<file path="config.mk">
export PLATFORM = sky130hd
export DESIGN_NAME = viu_event_arbiter
export DESIGN_NICKNAME = d
export VERILOG_FILES = /design/src/rtl/viu_pkg.sv /design/src/rtl/viu_event_arbiter.sv /design/src/rtl/viu_pin_filter.sv
export SDC_FILE = /design/constraint.sdc
export NUM_CORES = 1
export LEC_CHECK = 0
export BUFFER_PORTS_ARGS = -buffer_cell sky130_fd_sc_hd__buf_2
export CORE_MARGIN = 1
export CORE_UTILIZATION = 30
export DETAILED_ROUTE_END_ITERATION = 7
export GPL_ROUTABILITY_DRIVEN = 0
export SLEW_MARGIN = 20
export SYNTH_ARGS = -nofsm -noshare
export SYNTH_HDL_FRONTEND = slang
export SYNTH_SLANG_ARGS = --single-unit
export TNS_END_PERCENT = 10
</file>
<file path="constraint.sdc">
create_clock -name mclk -period 73.4 [get_ports mclk]
set_input_delay 14.68 -clock mclk [delete_from_list [all_inputs] [get_ports mclk]]
set_output_delay 14.68 -clock mclk [all_outputs]
set_load 0.05 [all_outputs]
</file>
<file path="src/rtl/viu_pkg.sv">
// Constants, types and helpers shared by the interrupt and exception unit
package viu_pkg;

    localparam int N_MASK = 47;
    localparam int N_EXT  = 8;
    localparam int N_INT  = 39;
    localparam int N_LVL  = 8;
    localparam int LVL_W  = 3;

    // Mask index of the first external pin request
    localparam int EXT_FIRST = 1;
    // Internal request inputs that carry a shared vector
    localparam int INT_SHARE_A = 19;
    localparam int INT_SHARE_B = 29;

    // Gaps in the default priority numbering
    localparam int PRIO_GAP1_END = 22;
    localparam int PRIO_GAP1     = 6;
    localparam int PRIO_GAP2_END = 32;
    localparam int PRIO_GAP2     = 8;

    localparam logic [15:0] CODE_RESET     = 16'h0000;
    localparam logic [15:0] CODE_NMI       = 16'h0010;
    localparam logic [15:0] CODE_WDT       = 16'h0020;
    localparam logic [15:0] CODE_TRAP_LO   = 16'h0040;
    localparam logic [15:0] CODE_TRAP_HI   = 16'h0050;
    localparam logic [15:0] CODE_BADOP     = 16'h0060;
    localparam logic [15:0] CODE_MASK_BASE = 16'h0080;
    localparam logic [15:0] CODE_STEP      = 16'h0010;

    localparam logic [1:0] EDGE_NONE = 2'h0;
    localparam logic [1:0] EDGE_RISE = 2'h1;
    localparam logic [1:0] EDGE_FALL = 2'h2;
    localparam logic [1:0] EDGE_BOTH = 2'h3;

    // Ceiling value when no level is in service
    localparam logic [LVL_W:0] LVL_NONE = 4'h8;

    localparam logic RST_PEND_INIT = 1'b1;

    typedef logic [LVL_W-1:0] viu_lvl_t;

    typedef enum logic [5:0] {
        SRC_NONE = 6'h01,
        SRC_RST  = 6'h02,
        SRC_WDT  = 6'h04,
        SRC_NMI  = 6'h08,
        SRC_TRAP = 6'h10,
        SRC_MASK = 6'h20
    } viu_src_e;

    typedef struct packed {
        logic [15:0] code;
        logic [31:0] handler;
        logic        ret_valid;
        logic [31:0] ret_addr;
    } viu_vec_s;

    // Exception code of a maskable source from its index
    function automatic logic [15:0] mask_code(input int k);
        int prio;
        prio = (k <= PRIO_GAP1_END) ? k :
               (k <= PRIO_GAP2_END) ? k + PRIO_GAP1 : k + PRIO_GAP2;
        return CODE_MASK_BASE + 16'(prio) * CODE_STEP;
    endfunction

endpackage

</file>
<file path="src/rtl/viu_event_arbiter.sv">
// Vectored interrupt and exception arbiter facing the processor core
// Functional notes
// - Accept and arbitrate 49 requests: two non-maskable plus 47 maskable.
// - Pin edge gives code 0010H; watchdog overflow gives code 0020H, handler 00000020H.
// - Reset from pin or internal source uses code 0000H, handler 0, no return.
// - Trap vectors 0-15 give 004nH at 40H, vectors 16-31 give 005nH at 50H.
// - Bad opcode or debug trap gives 0060H, returning to following instruction.
// - Eight external and thirty-nine internal maskable requests are supported.
// - Each maskable request has one of eight programmable levels plus default order.
// - Each maskable request has a mask; masked requests are never offered.
// - Higher level pending request may preempt a lower level handler in service.
// - Pins are filtered and edge detected with a per-pin edge choice.
// - Pin 0 has code 0090H; each later pin adds 10H to code and handler.
// - Each timer channel has its own vector, first channel 0120H at priority 10.
// - Clocked serial 0 receive or error and two-wire 1 done share 0290H.
// - Async serial 2 receive and two-wire 0 done share 0350H.
// - Equal level ties go to the lowest default priority number.
// - Simultaneous watchdog and pin non-maskable requests: watchdog wins, pin dropped.
`timescale 1ns/1ns
`default_nettype none
module viu_event_arbiter (
    input  wire logic                                      mclk,
    input  wire logic                                      sys_rst,
    input  wire logic [viu_pkg::N_EXT-1:0]                 ext_pin,
    input  wire logic [2*viu_pkg::N_EXT-1:0]               ext_edge_sel,
    input  wire logic                                      nmi_pin,
    input  wire logic [1:0]                                nmi_edge_sel,
    input  wire logic                                      watchdog_overflow_request,
    input  wire logic                                      internal_reset_req,
    input  wire logic [viu_pkg::N_INT-1:0]                 periph_req,
    input  wire logic                                      serial_clk0_rx_err_req,
    input  wire logic                                      two_wire1_done_request,
    input  wire logic                                      two_wire0_done_request,
    input  wire logic [viu_pkg::N_MASK-1:0]                mask,
    input  wire logic [viu_pkg::N_MASK-1:0][viu_pkg::LVL_W-1:0] level,
    input  wire logic                                      trap_req,
    input  wire logic [4:0]                                trap_vec,
    input  wire logic                                      bad_opcode_trap,
    input  wire logic                                      debug_trap_instruction,
    input  wire logic [31:0]                               following_instr_addr,
    input  wire logic                                      core_int_en,
    input  wire logic                                      nonmask_active_flag,
    input  wire logic                                      core_ack,
    input  wire logic                                      core_eoi,
    output var  logic                                      grant_valid_q,
    output var  viu_pkg::viu_vec_s                         grant_q,
    output var  logic [viu_pkg::N_MASK-1:0]                pending_q,
    output var  logic [viu_pkg::N_LVL-1:0]                 in_service_q
);

    logic [viu_pkg::N_EXT:0]   pin_pulse;
    logic [viu_pkg::N_MASK-1:0] mreq;
    logic                      rst_pend_q;
    logic                      wdt_pend_q;
    logic                      nmi_pend_q;
    logic                      trap_pend_q;
    logic [15:0]               trap_code_q;
    logic [31:0]               trap_handler_q;
    logic [31:0]               trap_ret_q;
    viu_pkg::viu_src_e         sel_q;
    logic [5:0]                sel_idx_q;
    viu_pkg::viu_lvl_t         sel_lvl_q;
    logic                      best_found;
    logic [5:0]                best_idx;
    logic [viu_pkg::LVL_W:0]   best_lvl;
    logic [viu_pkg::LVL_W:0]   ceil_lvl;
    logic [viu_pkg::N_LVL-1:0] pop_mask;
    logic                      ack_rst;
    logic                      ack_wdt;
    logic                      ack_nmi;
    logic                      ack_trap;
    logic                      ack_mask;

    // Pins 0..7 and the non-maskable pin share one filter block
    viu_pin_filter #(
        .W (viu_pkg::N_EXT + 1)
    ) u_pin_filter (
        .mclk     (mclk),
        .sys_rst  (sys_rst),
        .pin_in   ({nmi_pin, ext_pin}),
        .edge_sel ({nmi_edge_sel, ext_edge_sel}),
        .pulse_q  (pin_pulse)
    );

    // Request map: index 0 internal, 1..8 pins, rest internal
    genvar k;
    generate
        for (k = 0; k < viu_pkg::N_MASK; k++) begin : g_map
            if (k >= viu_pkg::EXT_FIRST && k < viu_pkg::EXT_FIRST + viu_pkg::N_EXT) begin : g_ext
                assign mreq[k] = pin_pulse[k - viu_pkg::EXT_FIRST];
            end else if (k == 0) begin : g_first
                assign mreq[k] = periph_req[0];
            end else if (k - viu_pkg::N_EXT == viu_pkg::INT_SHARE_A) begin : g_sha
                assign mreq[k] = periph_req[k - viu_pkg::N_EXT] | serial_clk0_rx_err_req
                               | two_wire1_done_request;
            end else if (k - viu_pkg::N_EXT == viu_pkg::INT_SHARE_B) begin : g_shb
                assign mreq[k] = periph_req[k - viu_pkg::N_EXT]
                               | two_wire0_done_request;
            end else begin : g_int
                assign mreq[k] = periph_req[k - viu_pkg::N_EXT];
            end
        end
    endgenerate

    assign ack_rst  = core_ack & grant_valid_q & (sel_q == viu_pkg::SRC_RST);
    assign ack_wdt  = core_ack & grant_valid_q & (sel_q == viu_pkg::SRC_WDT);
    assign ack_nmi  = core_ack & grant_valid_q & (sel_q == viu_pkg::SRC_NMI);
    assign ack_trap = core_ack & grant_valid_q & (sel_q == viu_pkg::SRC_TRAP);
    assign ack_mask = core_ack & grant_valid_q & (sel_q == viu_pkg::SRC_MASK);

    // Best unmasked pending request; strict compare keeps lowest index on ties
    always_comb begin
        best_found = 1'b0;
        best_idx   = 6'h00;
        best_lvl   = viu_pkg::LVL_NONE;
        for (int i = 0; i < viu_pkg::N_MASK; i++) begin
            if (pending_q[i] && !mask[i] && ({1'b0, level[i]} < best_lvl)) begin
                best_found = 1'b1;
                best_idx   = 6'(i);
                best_lvl   = {1'b0, level[i]};
            end
        end
    end

    // Highest level now in service and the bit a return removes
    always_comb begin
        ceil_lvl = viu_pkg::LVL_NONE;
        pop_mask = 8'h00;
        for (int i = viu_pkg::N_LVL - 1; i >= 0; i--) begin
            if (in_service_q[i]) begin
                ceil_lvl = 4'(i);
                pop_mask = 8'(1 << i);
            end
        end
    end

    // Reset request, also raised by internal reset sources
    always_ff @(posedge mclk or posedge sys_rst) begin
        if (sys_rst) begin
            rst_pend_q <= viu_pkg::RST_PEND_INIT;
        end else if (internal_reset_req) begin
            rst_pend_q <= 1'b1;
        end else if (ack_rst) begin
            rst_pend_q <= 1'b0;
        end
    end

    // Non-maskable requests; watchdog beats a simultaneous pin edge
    always_ff @(posedge mclk or posedge sys_rst) begin
        if (sys_rst) begin
            wdt_pend_q <= 1'b0;
            nmi_pend_q <= 1'b0;
        end else begin
            if (watchdog_overflow_request) begin
                wdt_pend_q <= 1'b1;
            end else if (ack_wdt) begin
                wdt_pend_q <= 1'b0;
            end
            if (pin_pulse[viu_pkg::N_EXT] && !watchdog_overflow_request) begin
                nmi_pend_q <= 1'b1;
            end else if (ack_nmi) begin
                nmi_pend_q <= 1'b0;
            end
        end
    end

    // Software trap and exception trap capture
    always_ff @(posedge mclk or posedge sys_rst) begin
        if (sys_rst) begin
            trap_pend_q    <= 1'b0;
            trap_code_q    <= viu_pkg::CODE_RESET;
            trap_handler_q <= 32'h00000000;
            trap_ret_q     <= 32'h00000000;
        end else if (bad_opcode_trap || debug_trap_instruction) begin
            trap_pend_q    <= 1'b1;
            trap_code_q    <= viu_pkg::CODE_BADOP;
            trap_handler_q <= {16'h0000, viu_pkg::CODE_BADOP};
            trap_ret_q     <= following_instr_addr;
        end else if (trap_req) begin
            trap_pend_q    <= 1'b1;
            trap_code_q    <= (trap_vec[4] ? viu_pkg::CODE_TRAP_HI : viu_pkg::CODE_TRAP_LO)
                            | {12'h000, trap_vec[3:0]};
            trap_handler_q <= {16'h0000, trap_vec[4] ? viu_pkg::CODE_TRAP_HI
                                                     : viu_pkg::CODE_TRAP_LO};
            trap_ret_q     <= following_instr_addr;
        end else if (ack_trap) begin
            trap_pend_q    <= 1'b0;
        end
    end

    // Maskable pending flags; a new request beats the acknowledge clear
    always_ff @(posedge mclk or posedge sys_rst) begin
        if (sys_rst) begin
            pending_q <= '0;
        end else begin
            for (int i = 0; i < viu_pkg::N_MASK; i++) begin
                if (mreq[i]) begin
                    pending_q[i] <= 1'b1;
                end else if (ack_mask && (sel_idx_q == 6'(i))) begin
                    pending_q[i] <= 1'b0;
                end
            end
        end
    end

    // Levels in service: return pops the highest, acknowledge pushes
    always_ff @(posedge mclk or posedge sys_rst) begin
        if (sys_rst) begin
            in_service_q <= 8'h00;
        end else begin
            in_service_q <= (in_service_q & ~(core_eoi ? pop_mask : 8'h00))
                          | (ack_mask ? 8'(1 << sel_lvl_q) : 8'h00);
        end
    end

    // Grant offered to the core, rebuilt every cycle until acknowledged
    always_ff @(posedge mclk or posedge sys_rst) begin
        if (sys_rst) begin
            grant_valid_q <= 1'b0;
            grant_q       <= '0;
            sel_q         <= viu_pkg::SRC_NONE;
            sel_idx_q     <= 6'h00;
            sel_lvl_q     <= '0;
        end else if (core_ack) begin
            grant_valid_q <= 1'b0;
            sel_q         <= viu_pkg::SRC_NONE;
        end else if (rst_pend_q) begin
            grant_valid_q <= 1'b1;
            sel_q         <= viu_pkg::SRC_RST;
            grant_q       <= '{code: viu_pkg::CODE_RESET, handler: 32'h00000000,
                               ret_valid: 1'b0, ret_addr: 32'h00000000};
        end else if (wdt_pend_q && !nonmask_active_flag) begin
            grant_valid_q <= 1'b1;
            sel_q         <= viu_pkg::SRC_WDT;
            grant_q       <= '{code: viu_pkg::CODE_WDT, handler: {16'h0000, viu_pkg::CODE_WDT},
                               ret_valid: 1'b1, ret_addr: following_instr_addr};
        end else if (nmi_pend_q && !nonmask_active_flag) begin
            grant_valid_q <= 1'b1;
            sel_q         <= viu_pkg::SRC_NMI;
            grant_q       <= '{code: viu_pkg::CODE_NMI, handler: {16'h0000, viu_pkg::CODE_NMI},
                               ret_valid: 1'b1, ret_addr: following_instr_addr};
        end else if (trap_pend_q) begin
            grant_valid_q <= 1'b1;
            sel_q         <= viu_pkg::SRC_TRAP;
            grant_q       <= '{code: trap_code_q, handler: trap_handler_q,
                               ret_valid: 1'b1, ret_addr: trap_ret_q};
        end else if (core_int_en && best_found && (best_lvl < ceil_lvl)) begin
            grant_valid_q <= 1'b1;
            sel_q         <= viu_pkg::SRC_MASK;
            sel_idx_q     <= best_idx;
            sel_lvl_q     <= best_lvl[viu_pkg::LVL_W-1:0];
            grant_q       <= '{code: viu_pkg::mask_code(int'(best_idx)),
                               handler: {16'h0000, viu_pkg::mask_code(int'(best_idx))},
                               ret_valid: 1'b1, ret_addr: following_instr_addr};
        end else begin
            grant_valid_q <= 1'b0;
            sel_q         <= viu_pkg::SRC_NONE;
        end
    end

endmodule // viu_event_arbiter
`default_nettype wire

</file>
<file path="src/rtl/viu_pin_filter.sv">
// Pin synchroniser, noise filter and selectable edge detector
`timescale 1ns/1ns
`default_nettype none
module viu_pin_filter #(
    parameter int W = 9
) (
    input  wire logic           mclk,
    input  wire logic           sys_rst,
    input  wire logic [W-1:0]   pin_in,
    input  wire logic [2*W-1:0] edge_sel,
    output var  logic [W-1:0]   pulse_q
);

    genvar i;
    generate
        for (i = 0; i < W; i++) begin : g_pin
            logic s1_q;
            logic s2_q;
            logic s3_q;
            logic filt_q;
            logic [1:0] sel;

            assign sel = edge_sel[2*i +: 2];

            always_ff @(posedge mclk or posedge sys_rst) begin
                if (sys_rst) begin
                    s1_q <= 1'b0;
                    s2_q <= 1'b0;
                    s3_q <= 1'b0;
                end else begin
                    s1_q <= pin_in[i];
                    s2_q <= s1_q;
                    s3_q <= s2_q;
                end
            end

            // Level accepted only when two stages agree
            always_ff @(posedge mclk or posedge sys_rst) begin
                if (sys_rst) begin
                    filt_q <= 1'b0;
                end else if (s2_q == s3_q) begin
                    filt_q <= s3_q;
                end
            end

            always_ff @(posedge mclk or posedge sys_rst) begin
                if (sys_rst) begin
                    pulse_q[i] <= 1'b0;
                end else begin
                    unique case (sel)
                        viu_pkg::EDGE_RISE: pulse_q[i] <= (s2_q == s3_q) & s3_q & ~filt_q;
                        viu_pkg::EDGE_FALL: pulse_q[i] <= (s2_q == s3_q) & ~s3_q & filt_q;
                        viu_pkg::EDGE_BOTH: pulse_q[i] <= (s2_q == s3_q) & (s3_q ^ filt_q);
                        viu_pkg::EDGE_NONE: pulse_q[i] <= 1'b0;
                    endcase
                end
            end
        end
    endgenerate

endmodule // viu_pin_filter
`default_nettype wire

</file>
Word level (Yosys, flattened, before mapping)
Index checks and enable logic that the tools add are counted.
- flip-flop bits (word level): 281
- bits of input ports: 305
- output and inout bits: 137
- word-level logic and storage cells: 894
- $add $sub $neg: 3
- $lt $le $gt $ge: 49
- equal/unequal tests: 87
- shift operators: 1
- multiplexer cells: 296
- bitwise operators: 90
- reduce and logical (&&, ||, !) cells: 260
- operators with widths (kind ; number):
    81-bit 2-to-1 mux ; 5
    6-bit 2-to-1 mux ; 51
    4-bit 2-to-1 mux ; 55
    3-bit by 4-bit < comparator with 1-bit output ; 46
    1-bit 2-to-1 mux ; 157
    1-bit logical AND ; 145
    32-bit 2-to-1 mux ; 4
    6-bit by 5-bit equality test with 1-bit output, second input constant ; 17
    2-bit nonzero test ; 51
    6-bit equality test, second input constant ; 16
    8-bit 2-to-1 mux ; 10
    6-bit by 4-bit equality test with 1-bit output, second input constant ; 9
    1-bit bitwise AND ; 51
    1-bit zero test ; 49
    2-bit equality test, second input constant ; 18
    1-bit case mux with 4 select lines ; 9
    16-bit 2-to-1 mux ; 2
    6-bit by 3-bit equality test with 1-bit output, second input constant ; 5
    1-bit inverter ; 23
    2-bit by 1-bit equality test with 1-bit output, second input constant ; 9
    6-bit by 2-bit equality test with 1-bit output, second input constant ; 3
    2-bit zero test ; 9
    16-bit by 4-bit bitwise OR with 16-bit output ; 1
    7-bit 2-to-1 mux ; 2
    21 further kinds ; 39

Logic depth before layout (Yosys ltp)
- word-level depth: 150
- gate-level depth with buffers: 336
- gate-level depth less buffers: 331

Hierarchy
A second synthesis with hierarchy kept.
- cells, all modules: 2104
- area, all modules: 17441.7 µm²
- modules (own cells, without submodules) (module ; times used ; cells an instance ; area an instance (µm²) ; seq. area each (µm²)):
    viu_event_arbiter ; 1 ; 1946 ; 15559.9 ; 3981.3
    viu_pin_filter ; 1 ; 158 ; 1881.8 ; 1126.1

Worst setup path after synthesis
OpenSTA, ideal clock, no wires.
- path kind: in2reg
- from: input port mask[0] (netlist bit)
- to: register sel_lvl_q[2]
- library setup time: 127 ps
- arrival time: 69435 ps
- data required time: 73273 ps
- slack: 3837 ps
- stages: 314
- path buffers: 5
- cell sequence: nor2b_1 -> buf_2 -> nand2_1 -> ha_1 -> a2111oi_2 -> o21ai_0 -> o31ai_1 -> inv_1 -> ha_1 -> a21oi_1 -> a21oi_1 -> or2_2 -> o21ai_0 -> nand2_1 -> o21ai_0 -> inv_1 -> ha_1 -> o21a_1 -> [... 278 more ...] -> o21bai_1 -> and2_1 -> o21a_1 -> ha_1 -> a21oi_1 -> o21ai_0 -> a31oi_1 -> a31oi_1 -> buf_2 -> nor2_1 -> a21oi_1 -> ha_1 -> a21oi_1 -> nor2b_1 -> or4_1 -> a41o_1 -> inv_2 -> mux2_1
- longest elaborated chain between the ends: 144
- elaborated cells between the ends (all ways): 192
- classes of those cells: order compare: 47; mux: 94; reduce/logical: 51
- RTL lines (what ; line ; RTL):
    start: declaration ; viu_event_arbiter.sv:34 ; input wire logic [viu_pkg::N_MASK-1:0] mask,
    1-bit zero test * ; viu_event_arbiter.sv:117 ; if (pending_q[i] && !mask[i] && ({1'b0, level[i]} < best_lvl)) begin
    1-bit logical AND * ; viu_event_arbiter.sv:117 ;
    4-bit 2-to-1 mux * ; viu_event_arbiter.sv:117 ;
    3-bit by 4-bit < comparator with 1-bit output ; viu_event_arbiter.sv:117 ;
    1-bit logical AND ; viu_event_arbiter.sv:117 ;
    4-bit 2-to-1 mux * ; viu_event_arbiter.sv:117 ;
    3-bit by 4-bit < comparator with 1-bit output ; viu_event_arbiter.sv:117 ;
    1-bit logical AND ; viu_event_arbiter.sv:117 ;
    [... 129 more ...] ; - ;
    4-bit 2-to-1 mux * ; viu_event_arbiter.sv:117 ;
    3-bit by 4-bit < comparator with 1-bit output ; viu_event_arbiter.sv:117 ;
    1-bit logical AND ; viu_event_arbiter.sv:117 ;
    4-bit 2-to-1 mux * ; viu_event_arbiter.sv:117 ;
    named net best_lvl, one bit ; viu_event_arbiter.sv:65 ; logic [viu_pkg::LVL_W:0] best_lvl;
    4-bit < comparator ; viu_event_arbiter.sv:247 ; end else if (core_int_en && best_found && (best_lvl < ceil_lvl)) begin
    1-bit logical AND ; viu_event_arbiter.sv:247 ;
    6-bit AND reduction (no line) ; - ;
    end signal: assignment ; viu_event_arbiter.sv:251 ; sel_lvl_q <= best_lvl[viu_pkg::LVL_W-1:0];
    end: declaration ; viu_event_arbiter.sv:62 ; viu_pkg::viu_lvl_t sel_lvl_q;
The timed path passes the listed nets; every way through them passes the cells marked *.
A chain may end at the register's enable or synchronous reset.

Final worst setup path
Same ends and word-level chain as after synthesis.

==> flow_summary.json <==
{
  "syn-cell-area_um2": 17700,
  "io-pin-count": 442,
  "end_kind": "flip-flop",
  "routed-via-count": 18500,
  "place.port_buffers": 413,
  "post-synth-top-area-cell": "dfrtp_1",
  "avgSynthCellArea_um2": 8.46,
  "floorplan.die.height_um": 245,
  "slew_headroom": 0.270,
  "yosys_most_used_dff": "dfrtp_1",
  "timing.critical_path.from": "mask[0]",
  "yosys_register_bits": 204,
  "dp.cells": 3280,
  "holdBufCountCts": 0,
  "asyncSetResetFlopFracSynth": 1.00,
  "drtIter0Drc": 866,
  "result_of_the_run": "finished, final reports clean",
  "yosysSeqAreaShare": 0.289,
  "synth.area.top_cells": "dfrtp_1 (29%), ha_1 (5.4%), nand2b_1 (4.3%)",
  "worst_ep_arrival_time_ps": 70690,
  "crit_fanout": 9,
  "synth_cell_type_count": 119,
  "drt-wirelength-per-cell_um": 18.6,
  "fin_area_um2": 22800,
  "antenna_found_initial": 18,
  "post_synth_inst_count": 2092,
  "routed_wirelength_mm": 62.8,
  "cts_max_path_buffers": 3,
  "start_util": 0.305,
  "clk-insertion-delay-late_ps": 570,
  "finish.net_count": 2966,
  "area_growth_syn_to_layout_pct": 28.8,
  "yosysWarnings": 0,
  "chip_width_um": 245,
  "path_clk_slew_ps": 60,
  "largest_net_degree_at_the_start_of_global_routing": 78,
  "report.final.slew_viol_count": 0,
  "number_of_buffers_added_by_the_clock_tree_synthesis_step": 26,
  "period_minus_slack_ps": 70230,
  "avgViaCountPerCell": 5.48,
  "cpMostUsedCell": "ha_1",
  "critPathMaxStageDelay_ps": 550,
  "worstHoldStart": "u_pin_filter.g_pin[7].s1_q",
  "final_cell_count_no_fill": 3377,
  "ys_top_cells_by_count": "dfrtp_1 (202), nand2_1 (185), nor2_1 (181), a21oi_1 (132), o21ai_0 (127)",
  "worst-slew-pin-transition_ps": 1070,
  "max_clock_freq_mhz": 14.2,
  "core.rowCount": 88,
  "grt.total_usage": 0.197,
  "critical_path.startpoint_type": "primary input",
  "drc": 0,
  "post-synth-top-count-cell": "dfrtp_1",
  "cts_htree_levels": 1,
  "r2r_startpoint": "pending_q[0]",
  "drive_above_1_share": 0.318,
  "fin_hold_ws_ps": 340,
  "criticalPathCategory": "in -> reg",
  "worst_path_required_time_ps": 73850,
  "placeableCoreArea_um2": 58000,
  "grt_pass1_wl_mm": 95.1,
  "r2r_slack_ps": 16870,
  "min_path_type": "reg -> reg",
  "congestion_overflow_gr": 0,
  "number_of_flops_mapped_to_enable_cells_by_yosys": 0,
  "final.period_utilization": 0.957,
  "cts-root-buf": "clkbuf_16",
  "critical_path.slowest_cell": "or4_4",
  "detail_route.first_pass.iterations": 5,
  "fp.dieArea_um2": 60000,
  "timing_hold_violations_final": 0,
  "route.antenna.remaining_nets": 0,
  "synth.top_cell.area_share": 0.286,
  "placedInstanceArea_um2": 20900,
  "drv_cap": 0,
  "skew_ps": 30.3,
  "grt_pass1_vias": 17400,
  "cts_tree": "done",
  "post-dp-hpwl_mm": 50.4,
  "cts.sinks": 204,
  "finalSetupViolCount": 0
}
==> flip-flops by register name, summed over array words and instances (netlist names) <==
signal and count:
pending_q 47, grant_q 45, trap_ret_q 32, u_pin_filter.g_pin.filt_q 9, u_pin_filter.g_pin.s1_q 9, u_pin_filter.g_pin.s2_q 9, u_pin_filter.g_pin.s3_q 9, u_pin_filter.pulse_q 9
in_service_q 8, trap_code_q 7, sel_idx_q 6, sel_q 6, sel_lvl_q 3, grant_valid_q 1, nmi_pend_q 1, rst_pend_q 1
trap_pend_q 1, wdt_pend_q 1
==> per-layer routing <==
layer	up-vias	track usage	routed length (µm)
li1	8749	-	-
met1	8859	0.249	26000
met2	724	0.338	30000
met3	140	0.0342	4420
met4	20	0.0664	2230
met5	-	0	141
==> worst max-delay path: cells and delay by family <==
family | cells | cell delay, ps
buffers and inverters | 32 | 2470
and+or+nand+nor | 89 | 13840
adders and majority gates | 46 | 11630
AOI/OAI and AO/OA | 120 | 20810
muxes | 24 | 7110
==> final timing paths <==
path	to	depth (start not counted)
worst min-delay path	u_pin_filter.g_pin[7].s2_q	0
max in group asynchronous	sel_idx_q[4]	4
worst max register to register	sel_lvl_q[2]	310
min in group asynchronous	grant_q[14]	2
worst min register to register	u_pin_filter.g_pin[7].s2_q	0
worst max-delay path	sel_lvl_q[2]	311
==> metrics by stage <==
step	setup slack [ps]	TNS, ps	utilization
after floorplan	3840	0	-
after global placement	-461	-20710	0.359
after detailed placement	-2010	-107290	0.359
after CTS	35.3	0	0.378
after global routing	-448	-15530	0.393
final	3170	0	0.393
==> placed cells by master (no fill, tap or decap), types with 12 or more instances in the layout <==
cell,netlist,routed
clkbuf_16,0,26
nor2_1,181,169
nand3_1,36,34
a31oi_1,26,20
a21oi_2,4,23
or3_1,24,24
conb_1,1,28
o2bb2ai_2,30,30
mux2_2,50,50
or2_2,27,26
inv_1,119,118
nor3_1,44,41
a211oi_1,25,24
o31ai_1,30,24
nand2b_1,122,122
buf_2,7,413
a22o_1,13,13
buf_4,37,94
mux2i_1,53,49
nand3b_1,12,12
a21oi_1,132,107
a21o_1,70,70
o21ai_0,127,110
o21a_1,25,24
o22ai_1,17,15
o21bai_1,18,17
and3_1,13,13
nand2_1,185,181
o21ai_1,10,20
and2_1,37,33
nor2b_1,27,26
ha_1,77,75
nor4_1,13,12
dfrtp_1,202,202
==> repair_timing <==
item,in CTS,in global routing
setup buffers,0,41
pin swaps,0,23
resized for setup,28,125
setup endpoints to repair,57,57
==> kinds of logic (layout without fill, tap and decap cells) <==
group	after synthesis	count (layout)	synth area share
AOI/OAI and AO/OA	730	730	0.315
xor gates and xnor gates	1	1	0.000495
adders and majority gates	88	88	0.0607
buffers and inverters	195	680	0.0510
DFF	204	204	0.289
muxes	107	107	0.0648
other	1	36	0.000212
and+or+nand+nor	766	766	0.220
==> final cells by class <==
type | instances | area (µm²)
Timing Repair Buffer | 510 | 2830
Multi-Input combinational cell | 1720 | 12400
Clock buffer | 30 | 696
Clock inverter | 18 | 259
Fill cell | 5808 | 35200
Inverter | 122 | 465
Tap cell | 765 | 957
Sequential cell | 204 | 5110
Antenna cell | 8 | 20.0
Power is not shown: default switching activity piles up to over one toggle a cycle in this logic, so the estimate is an artifact.
